[src/hw/tmc_pkg.sv]
// Package for the timer module core: register map, field positions,
// reset values and the carriers shared by the design.
// Assumes an APB slave with 32-bit data and one register per aligned word, except channel values: low byte at base, high byte at base+1.
package tmc_pkg;

    // Register byte addresses
    localparam logic [7:0] ADDR_STATUS_CONTROL  = 8'h00;
    localparam logic [7:0] ADDR_COUNT_HIGH      = 8'h04;
    localparam logic [7:0] ADDR_COUNT_LOW       = 8'h08;
    localparam logic [7:0] ADDR_WRAP_HIGH       = 8'h0c;
    localparam logic [7:0] ADDR_WRAP_LOW        = 8'h10;
    localparam logic [7:0] ADDR_CHAN_SC_BASE    = 8'h20;
    localparam logic [7:0] ADDR_CHAN_VALUE_BASE = 8'h40;
    localparam logic [7:0] ADDR_CHAN_STRIDE     = 8'h04;

    // Timer status/control fields
    localparam int OVF_BIT     = 7;
    localparam int OVF_IE_BIT  = 6;
    localparam int CENTER_BIT  = 5;
    localparam int CLKS_HI_BIT = 4;
    localparam int CLKS_LO_BIT = 3;
    localparam int PS_HI_BIT   = 2;

    // Channel status/control fields
    localparam int CH_FLAG_BIT = 7;
    localparam int CH_IE_BIT   = 6;
    localparam int CH_MSH_BIT  = 5;
    localparam int CH_MSL_BIT  = 4;
    localparam int CH_ELS_HI   = 3;
    localparam int CH_ELS_LO   = 2;

    // Clock source codes
    localparam logic [1:0] CLKS_NONE  = 2'h0;
    localparam logic [1:0] CLKS_BUS   = 2'h1;
    localparam logic [1:0] CLKS_FIXED = 2'h2;
    localparam logic [1:0] CLKS_EXT   = 2'h3;

    // Reset and special values
    localparam logic [15:0] COUNT_RESET = 16'h0000;
    localparam logic [15:0] WRAP_RESET  = 16'h0000;
    localparam logic [15:0] FREE_TOP    = 16'hffff;
    localparam logic [15:0] FREE_PRETOP = 16'hfffe;
    localparam logic [7:0]  CTL_RESET   = 8'h00;
    localparam int          NUM_CHANNELS = 2;

    typedef struct packed {
        logic        flag;
        logic        arm;
        logic        ie;
        logic        msh;
        logic        msl;
        logic [1:0]  els;
        logic [15:0] value;
        logic [2:0]  pin_sync;
    } tmc_chan_t;

endpackage

[src/hw/tmc_core.sv]
// Timer module core: coherent 16-bit counter, buffered wrap limit,
// overflow flag and per-channel status/control with event flags.
// Assumes an APB master on pclk; fixed_tick and debug_halt come from pclk logic,
// ext_clk and chan_in are asynchronous pins.
`timescale 1ns/1ns

// Contract
// - Reading either count byte latches both; other byte served from latch.
// - Count latch clears on reset and on any status/control write.
// - Reset or any write to a count byte zeroes count and unlatches.
// - Debug halt freezes count; reads show live count, latch state kept.
// - In halt, writes to status/control or count bytes still unlatch.
// - Up-counting, at wrap limit the next timer tick loads zero and sets overflow.
// - One wrap byte written suppresses overflow until the other byte arrives.
// - Wrap limit resets to zero, meaning free-running full range.
// - Wrap writes are buffered; with no clock, transfer at second byte.
// - With clock and center select off, transfer on step limit-1 to limit, or fffe to ffff.
// - Any status/control write clears wrap buffer latch state, halt or not.
// - In halt wrap writes go straight to limit; buffer flags held.
// - Capture channel flags on the selected active input edge.
// - Compare and PWM channels flag when count equals channel value.
// - PWM at 0% or 100% duty never sets the channel flag.
// - Channel interrupt requested while flag set and enable is one.
// - Flag clears by read-while-set then write 0; new event keeps it.
// - Writing 1 to flag does nothing; reset clears flag and enable.
// - Channel register: flag bit 7, enable bit 6, mode high bit 5.
// - Clock source 00 stops counting; others pick bus, fixed or external.
// - Overflow flag sets on wrap, clears by read then write 0.
// - Center select makes all channels up/down; else per-channel modes.
module tmc_core #(
    parameter int CHANNELS = tmc_pkg::NUM_CHANNELS
) (
    // Clock and reset
    input  wire logic                pclk,
    input  wire logic                presetn,
    // APB slave
    input  wire logic                psel,
    input  wire logic                penable,
    input  wire logic                pwrite,
    input  wire logic [7:0]          paddr,
    input  wire logic [31:0]         pwdata,
    output logic      [31:0]         prdata,
    output logic                     pready,
    output logic                     pslverr,
    // Timer inputs
    input  wire logic                fixed_tick,
    input  wire logic                ext_clk,
    input  wire logic                debug_halt,
    input  wire logic [CHANNELS-1:0] chan_in,
    // Requests
    output logic                     timer_irq,
    output logic [CHANNELS-1:0]      chan_irq
);

    typedef struct packed {
        logic [6:0]                         ctl;
        logic                               ovf;
        logic                               ovf_arm;
        logic [15:0]                        count;
        logic                               down;
        logic [6:0]                         pre;
        logic [2:0]                         ext_sync;
        logic [15:0]                        limit;
        logic [7:0]                         wb_hi;
        logic [7:0]                         wb_lo;
        logic                               got_hi;
        logic                               got_lo;
        logic                               latched;
        logic [15:0]                        cbuf;
        tmc_pkg::tmc_chan_t [CHANNELS-1:0]  ch;
        logic [31:0]                        prdata;
        logic                               pready;
        logic                               pslverr;
        logic                               timer_irq;
        logic [CHANNELS-1:0]                chan_irq;
    } tmc_state_t;

    tmc_state_t s;
    tmc_state_t next_s;

    always_comb
    begin
        logic        setup_rd;
        logic        wr;
        logic        mapped;
        logic [1:0]  clks;
        logic [2:0]  ps;
        logic [6:0]  pmask;
        logic        src;
        logic        run;
        logic        tick;
        logic [15:0] top;
        logic [15:0] full;
        logic        ovf_event;
        logic        center;
        logic        ch_event;
        logic        pwm;
        logic [7:0]  ch_addr;
        logic [7:0]  val_addr;
        logic [7:0]  rbyte;
        next_s    = s;
        setup_rd  = psel && !penable && !pwrite;
        wr        = psel && penable && pwrite && s.pready;
        mapped    = 1'b0;
        rbyte     = 8'h00;
        clks      = s.ctl[tmc_pkg::CLKS_HI_BIT:tmc_pkg::CLKS_LO_BIT];
        ps        = s.ctl[tmc_pkg::PS_HI_BIT:0];
        center    = s.ctl[tmc_pkg::CENTER_BIT];
        pmask     = 7'(8'(8'h01 << ps) - 8'h01);
        ovf_event = 1'b0;
        ch_event  = 1'b0;
        src       = 1'b0;
        pwm       = 1'b0;
        ch_addr   = 8'h00;
        val_addr  = 8'h00;
        top       = (s.limit == tmc_pkg::WRAP_RESET) ? tmc_pkg::FREE_TOP : s.limit;
        full      = {s.wb_hi, s.wb_lo};

        // External clock pin: two flops, then edge detect on the second
        next_s.ext_sync = {s.ext_sync[1:0], ext_clk};

        case (clks)
            tmc_pkg::CLKS_BUS:   src = 1'b1;
            tmc_pkg::CLKS_FIXED: src = fixed_tick;
            tmc_pkg::CLKS_EXT:   src = s.ext_sync[1] && !s.ext_sync[2];
            default:             src = 1'b0;
        endcase
        run  = (clks != tmc_pkg::CLKS_NONE) && !debug_halt;
        tick = run && src && (s.pre == pmask);
        if (run && src)
        begin
            next_s.pre = (s.pre == pmask) ? 7'h00 : s.pre + 7'h01;
        end

        // buffered limit moves on the step into the limit
        if (tick && s.got_hi && s.got_lo && !center &&
            (s.limit == tmc_pkg::WRAP_RESET ? s.count == tmc_pkg::FREE_PRETOP : s.count == s.limit - 16'h0001))
        begin
            next_s.limit  = full;
            next_s.got_hi = 1'b0;
            next_s.got_lo = 1'b0;
        end

        if (tick)
        begin
            if (center)
            begin
                if (!s.down && s.count >= top)
                begin
                    next_s.down  = 1'b1;
                    next_s.count = s.count - 16'h0001;
                end
                else if (s.down && s.count <= 16'h0001)
                begin
                    next_s.down  = 1'b0;
                    next_s.count = tmc_pkg::COUNT_RESET;
                    ovf_event    = 1'b1;
                end
                else
                begin
                    next_s.count = s.down ? s.count - 16'h0001 : s.count + 16'h0001;
                end
            end
            // wrap to zero at the limit
            else if (s.count == top)
            begin
                next_s.count = tmc_pkg::COUNT_RESET;
                ovf_event    = 1'b1;
            end
            else
            begin
                next_s.count = s.count + 16'h0001;
            end
        end
        else if (!center)
        begin
            next_s.down = 1'b0;
        end

        // half-written limit masks the overflow event
        if (s.got_hi != s.got_lo)
        begin
            ovf_event = 1'b0;
        end

        // APB reads: data and side effects at the setup edge
        if (psel && !penable)
        begin
            mapped = (paddr == tmc_pkg::ADDR_STATUS_CONTROL) || (paddr == tmc_pkg::ADDR_COUNT_HIGH) ||
                     (paddr == tmc_pkg::ADDR_COUNT_LOW) || (paddr == tmc_pkg::ADDR_WRAP_HIGH) ||
                     (paddr == tmc_pkg::ADDR_WRAP_LOW);
            case (paddr)
                tmc_pkg::ADDR_STATUS_CONTROL:
                begin
                    rbyte = {s.ovf, s.ctl};
                    if (setup_rd && s.ovf)
                    begin
                        next_s.ovf_arm = 1'b1;
                    end
                end
                tmc_pkg::ADDR_COUNT_HIGH, tmc_pkg::ADDR_COUNT_LOW:
                begin
                    // live count in halt, latch untouched
                    if (debug_halt || !s.latched)
                    begin
                        rbyte = (paddr == tmc_pkg::ADDR_COUNT_HIGH) ? s.count[15:8] : s.count[7:0];
                    end
                    else
                    begin
                        rbyte = (paddr == tmc_pkg::ADDR_COUNT_HIGH) ? s.cbuf[15:8] : s.cbuf[7:0];
                    end
                    // first read latches, second read releases
                    if (setup_rd && !debug_halt)
                    begin
                        next_s.latched = !s.latched;
                        next_s.cbuf    = s.latched ? s.cbuf : s.count;
                    end
                end
                tmc_pkg::ADDR_WRAP_HIGH: rbyte = s.limit[15:8];
                tmc_pkg::ADDR_WRAP_LOW:  rbyte = s.limit[7:0];
                default:                 rbyte = 8'h00;
            endcase
        end

        // one copy of channel logic each
        for (int i = 0; i < CHANNELS; i++)
        begin
            ch_addr  = 8'(tmc_pkg::ADDR_CHAN_SC_BASE + 8'(i) * tmc_pkg::ADDR_CHAN_STRIDE);
            val_addr = 8'(tmc_pkg::ADDR_CHAN_VALUE_BASE + 8'(i) * tmc_pkg::ADDR_CHAN_STRIDE);
            next_s.ch[i].pin_sync = {s.ch[i].pin_sync[1:0], chan_in[i]};
            pwm = center || s.ch[i].msh;
            if (!pwm && !s.ch[i].msl)
            begin
                ch_event = (s.ch[i].els[0] && s.ch[i].pin_sync[1] && !s.ch[i].pin_sync[2]) ||
                           (s.ch[i].els[1] && !s.ch[i].pin_sync[1] && s.ch[i].pin_sync[2]);
            end
            // compare match on a counter step
            else
            begin
                ch_event = tick && (s.count == s.ch[i].value);
                // no flag at 0% or 100% duty
                if (pwm && (s.ch[i].value == 16'h0000 || s.ch[i].value > top))
                begin
                    ch_event = 1'b0;
                end
            end
            if (psel && !penable && paddr == ch_addr)
            begin
                mapped = 1'b1;
                rbyte  = {s.ch[i].flag, s.ch[i].ie, s.ch[i].msh, s.ch[i].msl, s.ch[i].els, 2'b00};
                if (setup_rd && s.ch[i].flag)
                begin
                    next_s.ch[i].arm = 1'b1;
                end
            end
            if (psel && !penable && (paddr == val_addr || paddr == 8'(val_addr + 8'h01)))
            begin
                mapped = 1'b1;
                rbyte  = (paddr == val_addr) ? s.ch[i].value[7:0] : s.ch[i].value[15:8];
            end
            if (wr && paddr == ch_addr)
            begin
                next_s.ch[i].ie  = pwdata[tmc_pkg::CH_IE_BIT];
                next_s.ch[i].msh = pwdata[tmc_pkg::CH_MSH_BIT];
                next_s.ch[i].msl = pwdata[tmc_pkg::CH_MSL_BIT];
                next_s.ch[i].els = pwdata[tmc_pkg::CH_ELS_HI:tmc_pkg::CH_ELS_LO];
                // write 0 after armed read clears; a 1 does nothing
                if (s.ch[i].arm && !pwdata[tmc_pkg::CH_FLAG_BIT])
                begin
                    next_s.ch[i].flag = 1'b0;
                    next_s.ch[i].arm  = 1'b0;
                end
            end
            if (wr && paddr == val_addr)
            begin
                next_s.ch[i].value[7:0] = pwdata[7:0];
            end
            if (wr && paddr == 8'(val_addr + 8'h01))
            begin
                next_s.ch[i].value[15:8] = pwdata[7:0];
            end
            // new event wins over clear and restarts the sequence
            if (ch_event)
            begin
                next_s.ch[i].flag = 1'b1;
                next_s.ch[i].arm  = 1'b0;
            end
            next_s.chan_irq[i] = next_s.ch[i].flag && next_s.ch[i].ie;
        end

        // APB writes take effect at the completing edge
        if (wr)
        begin
            case (paddr)
                tmc_pkg::ADDR_STATUS_CONTROL:
                begin
                    next_s.ctl = pwdata[6:0];
                    if (s.ovf_arm && !pwdata[tmc_pkg::OVF_BIT])
                    begin
                        next_s.ovf     = 1'b0;
                        next_s.ovf_arm = 1'b0;
                    end
                    next_s.latched = 1'b0;
                    next_s.got_hi  = 1'b0;
                    next_s.got_lo  = 1'b0;
                end
                tmc_pkg::ADDR_COUNT_HIGH, tmc_pkg::ADDR_COUNT_LOW:
                begin
                    // any data zeroes count and unlatches
                    next_s.count   = tmc_pkg::COUNT_RESET;
                    next_s.pre     = 7'h00;
                    next_s.down    = 1'b0;
                    next_s.latched = 1'b0;
                end
                tmc_pkg::ADDR_WRAP_HIGH, tmc_pkg::ADDR_WRAP_LOW:
                begin
                    if (debug_halt)
                    begin
                        if (paddr == tmc_pkg::ADDR_WRAP_HIGH)
                        begin
                            next_s.limit[15:8] = pwdata[7:0];
                        end
                        else
                        begin
                            next_s.limit[7:0] = pwdata[7:0];
                        end
                    end
                    else
                    begin
                        if (paddr == tmc_pkg::ADDR_WRAP_HIGH)
                        begin
                            next_s.wb_hi  = pwdata[7:0];
                            next_s.got_hi = 1'b1;
                        end
                        else
                        begin
                            next_s.wb_lo  = pwdata[7:0];
                            next_s.got_lo = 1'b1;
                        end
                        // no clock: take the pair at once
                        if (clks == tmc_pkg::CLKS_NONE && (next_s.got_hi && next_s.got_lo))
                        begin
                            next_s.limit  = {next_s.wb_hi, next_s.wb_lo};
                            next_s.got_hi = 1'b0;
                            next_s.got_lo = 1'b0;
                        end
                    end
                end
                default:
                begin
                end
            endcase
        end

        if (ovf_event)
        begin
            next_s.ovf     = 1'b1;
            next_s.ovf_arm = 1'b0;
        end
        next_s.timer_irq = next_s.ovf && next_s.ctl[tmc_pkg::OVF_IE_BIT];

        // Zero-wait slave: answer in the access cycle
        next_s.pready  = psel && !penable;
        next_s.pslverr = psel && !penable && !mapped;
        if (setup_rd)
        begin
            next_s.prdata = {24'h000000, rbyte};
        end
    end

    always_ff @(posedge pclk or negedge presetn)
    begin
        if (!presetn)
        begin
            s       <= '0;
            s.ctl   <= tmc_pkg::CTL_RESET[6:0];
            s.count <= tmc_pkg::COUNT_RESET;
            s.limit <= tmc_pkg::WRAP_RESET;
        end
        else
        begin
            s <= next_s;
        end
    end

    assign prdata    = s.prdata;
    assign pready    = s.pready;
    assign pslverr   = s.pslverr;
    assign timer_irq = s.timer_irq;
    assign chan_irq  = s.chan_irq;

endmodule

[config.mk]
export PLATFORM = sky130hd
export DESIGN_NAME = tmc_core
export DESIGN_NICKNAME = d
export VERILOG_FILES = /design/src/hw/tmc_pkg.sv /design/src/hw/tmc_core.sv
export SDC_FILE = /design/constraint.sdc
export NUM_CORES = 1
export LEC_CHECK = 0
export ABC_CLOCK_PERIOD_IN_PS = 4890
export BUFFER_PORTS_ARGS = -buffer_cell sky130_fd_sc_hd__buf_2
export CAP_MARGIN = 20
export CORE_MARGIN = 2
export CORE_UTILIZATION = 45
export DETAILED_ROUTE_END_ITERATION = 7
export HOLD_SLACK_MARGIN = 0.12
export PLACE_DENSITY = 0.65
export SLEW_MARGIN = 40
export SYNTH_ARGS = -nofsm -noshare
export SYNTH_HDL_FRONTEND = slang
export SYNTH_SLANG_ARGS = --single-unit
[constraint.sdc]
create_clock -name pclk -period 4.89 [get_ports pclk]
set_clock_uncertainty 0.15 [all_clocks]
set_input_delay 0.2445 -clock pclk [delete_from_list [all_inputs] [get_ports pclk]]
set_output_delay 0.2445 -clock pclk [all_outputs]
set_load 0.1 [all_outputs]
==> results of run 1 <==
-- cells by family after synthesis --
family,Yosys count,synth area share
other,1,0.0003476
buffers and inverters,137,0.06158
adders and majority gates,54,0.06262
muxes,96,0.1067
DFF,152,0.3525
AOI/OAI and AO/OA,273,0.1680
xor gates and xnor gates,70,0.05682
and+or+nand+nor,387,0.1913
-- area by class of cell --
cell class | instances | area [sq um] | share of cell area
Clock inverter | 14 | 147.6 | 0.01237
Tap cell | 319 | 399.1 | 0.03345
Multi-Input combinational cell | 904 | 6435 | 0.5393
Inverter | 26 | 97.59 | 0.008180
Clock buffer | 18 | 439.2 | 0.03681
Timing Repair Buffer | 90 | 609.3 | 0.05107
Sequential cell | 152 | 3804 | 0.3188
-- metrics by stage --
stage          power (W)  utilization
5_1_grt         0.003258       0.5083
3_3_place_gp    0.001815       0.4785
6_report        0.003148       0.5083
2_1_floorplan   0.001715            -
4_1_cts         0.003155       0.5078
3_5_place_dp    0.001820       0.4789
-- cells in the final DEF, fill, tap and decap left out, drive strengths merged, types with 17 or more instances in the layout --
master,n
nor3,33
a221oi,19
conb,24
nand2,90
dfrtp,152
buf,81
nand4,20
o22ai,19
ha,54
clkbuf,18
nor2,87
inv,36
nand3,35
xnor2,34
xor2,36
nor4,26
o21ai,56
a21oi,70
mux2,72
a31oi,17
-- where the power goes --
part           internal, W  leakage, nW  switching [W]
combinational     0.000128         3.15       0.000374
sequential         0.00128         2.04      0.0000266
clock             0.000697        0.284       0.000643
total              0.00210         5.48        0.00104
-- registers in the layout (all words and copies together), names as in the netlist --
register / flops
s: 133
next_s: 6
pready: 1
timer_irq: 1
pslverr: 1
prdata: 8
chan_irq: 2
-- timing repair --
item | CTS | global route
endpoints found under the hold margin | 87 | 0
hold buffers | 9 | 0
endpoints found under the setup margin | 0 | 7
resized for setup | 0 | 1
-- worst paths after layout --
kind	startpoint	to	slack, ns	depth (start not counted)
max in group asynchronous	presetn	s[48]	3.29	3
hold / removal	pwdata[1]	s[117]	0.14	2
hold reg to reg	next_s[64]	next_s[65]	0.20	0
min in group asynchronous	presetn	s[143]	0.22	2
setup reg to reg	s[128]	s[131]	0.34	14
setup / recovery	s[128]	s[131]	0.34	14
-- critical path: cells and delay by family, from the launching register on --
kind | cells | cell delay [ns]
simple gates | 8 | 2.43
fa+ha+maj | 1 | 0.31
flops | 1 | 0.37
compound gates | 5 | 1.17
-- routing by layer --
metal | up-vias | routed length, um | track usage
li1 | 4339 | - | -
met1 | 4681 | 14410 | 0.3643
met2 | 486 | 15260 | 0.4117
met3 | 97 | 2842 | 0.05120
met4 | 0 | 1248 | 0.1122
met5 | - | 0 | 0
==> impl_metrics.csv, run 1 <==
group,metric,value,unit
status,status,"completed",
place,place_hpwl,24000,um
floorplan,start_util,0.4596,
floorplan,die-area,25230,sq um
global_routing,grt_max_degree,76,
sta,setup_tns,0,ns
clocking,clock_latency,0.44,ns
layout,nNetsFinal,1295,
sta,tightest_slew,0.7205,ns
sta,hold_viol,0,
route,vias,9603,
global_routing,grt-ovfl-total,0,
place,place.gp.congestion,0.9124,
critical_path,worst_path_largest_cell_delay,0.68,ns
run,drv_cap,0,
clocking,cts.htree.levels,4,
power,p_leak,5.479,nW
floorplan,core_region_area,23470,sq um
yosys,yosysUniqueCellTypes,74,
hold_path,hp-class,"in -> reg",
global_routing,grt.total_usage,0.2658,
yosys,ys_top_cells_by_count,"152 x dfrtp_1, 88 x nand2_1, 87 x nor2_1, 71 x mux2_2, 70 x a21oi_1",
sta,relSlewSlack,0.5196,
critical_path,crit_path_top_delay_cell,"or4_1",
clocking,cts_inserted_buffers,17,
sta,hold_ws,0.1366,ns
sta,max_freq,219.7,MHz
route,drt-total-wl,33770,um
sta,finalMaxSlewViolations,0,
sta,min_period_over_period,0.9310,
yosys,synth_area_leaders,"dfrtp_1 35%, mux2_2 7.4%, ha_1 6.3%",
yosys,synth_edf_count,0,
sta,setup_ws,0.3375,ns
floorplan,die_w,158.8,um
floorplan,io_pins,87,
yosys,ys_async_sr_fraction,1.000,
critical_path,cp_max_fo,16,
yosys,netlist.area_leader.share,0.3525,
route,first_iter_violations,1159,
place,port_buffers,38,
yosys,ys_seq_area_frac,0.3525,
critical_path,worstPathArrival,4.75,ns
clocking,cts_num_sinks,152,
layout,area_growth,10.59,%
layout,drive_above_1_share,0.1836,
sta,rsz0062_at_grt,"false",
critical_path,setup.worst_path.end_class,"flop",
yosys,yosys_warnings,0,
global_routing,grt_pass1_vias,8844,
layout,layoutNonFillerInstCount,1523,
route,firstDrtPassIters,7,
yosys,synthFlopType,"dfrtp_1",
route,via_per_inst,6.305,
route,postRouteAntennaNets,0,
floorplan,die_h,158.8,um
global_routing,grt_pass1_wl,51950,um
critical_path,crit_top_cell,"nand2_1",
yosys,yosys.cell_count.top_type,"dfrtp_1",
route,drc,0,
clocking,cts_root_buffer,"clkbuf_16",
layout,fillers,2189,
place,place_inst,1482,
sta,finalCriticalPeriod,4.552,ns
critical_path,cp-start-kind,"flop",
clocking,post_cts.repair.setup_buffers,0,
yosys,post_synth.cell_area_avg,9.221,sq um
clocking,clkTransAtPathRegs,0.08,ns
place,dp_slack,0.2024,ns
layout,antenna_cells,0,
yosys,syn_inst,1170,
power,pwr_density_cell,263.8,nW/um^2
global_routing,antenna_found_initial,0,
layout,design_area,11930,sq um
critical_path,cp_cell_sequence,"or4_1, nor4b_4, nand2_1, nand2_1, ha_1, nor4bb_1, nand2_1, a21oi_1, o311ai_1, a2111oi_4, nand4_4, nand2_2, a221oi_1, a31oi_1",
place,post_dp_cell_area,11240,sq um
route,wire_per_inst,22.17,um
yosys,synth_area,10790,sq um
yosys,yosysTopAreaCell,"dfrtp_1",
floorplan,placementRows,56,
sta,setup_viol,0,
critical_path,path_class,"reg -> reg",
clocking,clockBufferDepth,2,
yosys,ys_ff_latch,152,
power,max-vdd-ir-drop,217.2,uV
clocking,cts_tree,"yes",
critical_path,cp_data_required_time,5.09,ns
(Power assumes the default switching activity.)
==> inputs of run 2 (changes only) <==
Settings changed: ABC_CLOCK_PERIOD_IN_PS 4890 to 5100, PLACE_DENSITY 0.65 to unset.
Clock period 4.89 ns to 5.1 ns, I/O delays scaled along.
==> run 2 against run 1 <==
Net effect:
- maximum frequency decreased by 4.4%
- critical path depth is 3 higher
- design area down 0.11%
- wire length shrank 1.0%
- via count decreased by 0.49%
- sequential cell count unchanged
- register-to-register slack barely moved
- sequential share of layout area about the same
- clock power decreased by 7%
- first-iteration DRC count down 17%
- hold slack worse by 0.019 ns
- final cell count is 0.13% lower
==> impl_metrics.csv, run 2 (synthesized netlist as in run 1, its figures left out) <==
group,metric,value,unit
place,dp_slack,0.1908,ns
sta,min_period_over_period,0.9335,
sta,relSlewSlack,0.4406,
sta,rsz0062_at_grt,"false",
route,postRouteAntennaNets,0,
layout,layoutNonFillerInstCount,1521,
route,firstDrtPassIters,6,
critical_path,path_class,"reg -> reg",
sta,tightest_slew,0.8360,ns
layout,nNetsFinal,1294,
power,pwr_density_cell,250.1,nW/um^2
layout,regMostFlops,"s",
layout,layout_common_cells,"152 x dfrtp_1, 87 x nand2_1, 85 x nor2_1, 71 x mux2_2, 70 x a21oi_1",
floorplan,io_pins,87,
sta,setup_tns,0,ns
clocking,clock_latency,0.44,ns
sta,finalCriticalPeriod,4.761,ns
global_routing,grt_pass1_vias,8929,
global_routing,grt-ovfl-total,0,
layout,area_growth,10.46,%
floorplan,core_region_area,23470,sq um
route,vias,9556,
sta,finalMaxSlewViolations,0,
critical_path,cp_data_required_time,5.27,ns
route,wire_per_inst,21.97,um
global_routing,grt_pass1_wl,52670,um
floorplan,die_w,158.8,um
status,status,"completed",
hold_path,hp-class,"in -> async",
sta,max_freq,210.0,MHz
critical_path,cp_max_fo,15,
place,place_hpwl,24180,um
clocking,cts_num_sinks,152,
place,place_inst,1481,
power,p_leak,5.463,nW
route,first_iter_violations,957,
layout,largest_register_ffs,133,
floorplan,placementRows,56,
clocking,cts_tree,"yes",
floorplan,die_h,158.8,um
place,place.gp.congestion,0.9128,
clocking,cts.htree.levels,4,
sta,setup_viol,0,
layout,layout_commonest_cell,"dfrtp_1",
route,via_per_inst,6.283,
run,drv_cap,0,
floorplan,start_util,0.4596,
layout,fillers,2187,
clocking,clkTransAtPathRegs,0.07,ns
place,port_buffers,38,
global_routing,antenna_found_initial,0,
sta,hold_viol,0,
global_routing,grt.total_usage,0.2672,
critical_path,r2r_setup_slack,0.34,ns
layout,antenna_cells,0,
sta,setup_ws,0.3392,ns
critical_path,worstPathArrival,4.93,ns
critical_path,cp-start-kind,"flop",
global_routing,grt_max_degree,63,
clocking,clockBufferDepth,2,
power,max-vdd-ir-drop,197.1,uV
layout,final_util,0.5077,
layout,drive_above_1_share,0.1830,
critical_path,setup.worst_path.end_class,"flop",
route,drc,0,
floorplan,die-area,25230,sq um
clocking,cts_root_buffer,"clkbuf_16",
route,drt-total-wl,33420,um
clocking,cts_inserted_buffers,17,
==> run 2: cell count changes in the layout (fill, tap and decap cells not counted), sizes merged <==
cell	before	now
clkbuf	18	17
clkinv	2	1
dlygate4sd3	9	8
bufinv	0	1
inv	36	33
clkinvlp	2	5
==> run 2: routing by layer <==
metal / track usage / routed length, um / vias up
met1: 0.3809 / 14970 / 4717
met5: 0 / 0 / -
met4: 0.1101 / 1220 / 0
li1: - / - / 4326
met3: 0.04310 / 2225 / 86
met2: 0.4039 / 15010 / 427
==> run 2: final cells by class <==
class	instances	area, sq um	share of cell area
clock buffers	17	425.4	0.03570
repair buffers	89	615.6	0.05165
multi-input cells	904	6436	0.5401
well taps	319	399.1	0.03349
inverters	26	97.59	0.008189
clock inverters	14	140.1	0.01176
flip-flops and latches	152	3804	0.3192
==> run 2: worst max-delay path: stages (launching register included) <==
cell and delay [ns]:
dfrtp_1 0.37, inv_1 0.09, ha_1 0.29, or3b_1 0.39
nor2_1 0.35, and2_2 0.42, nor2_1 0.17, ha_1 0.32
a21oi_1 0.06, nor2b_1 0.10, o21ai_0 0.09, a2111oi_0 0.57
buf_4 0.24, o31ai_1 0.10, nor3_1 0.42, o2bb2ai_1 0.20
mux2i_1 0.21, o21ai_0 0.09
==> run 2: final timing paths <==
path / start / to / depth (start not counted)
max in group asynchronous: presetn / prdata[0] / 3
worst max-delay path: s[124] / s[164] / 17
worst min-delay path: presetn / s[158] / 2
worst max register to register: s[124] / s[164] / 17
worst min register to register: next_s[141] / next_s[142] / 0
min in group pclk: paddr[2] / s[105] / 5
==> run 2: stage by stage <==
stage | hold slack [ns] | power, W | instance area (sq um)
after floorplan | -0.1906 | 0.001645 | 10880
after global placement | 0.02523 | 0.001737 | 11220
after detailed placement | 0.02291 | 0.001743 | 11230
after CTS | 0.1202 | 0.002997 | 11880
after global routing | 0.1471 | 0.003102 | 11920
final | 0.1180 | 0.002981 | 11920
==> run 2: report_power, final <==
group	switching [W]	internal [W]	total (W)
sequential	0.0000302	0.00123	0.00126
combinational	0.000357	0.000119	0.000476
clock	0.000565	0.000681	0.00125
==> run 2: timing repair <==
| action | 4_1_cts | 5_1_grt |
|---|---|---|
| setup endpoints to repair | 0 | 13 |
| gates resized for setup | 0 | 2 |
| hold buffers | 8 | 0 |
| endpoints found under the hold margin | 42 | 0 |
| buffers inserted | 0 | 0 |
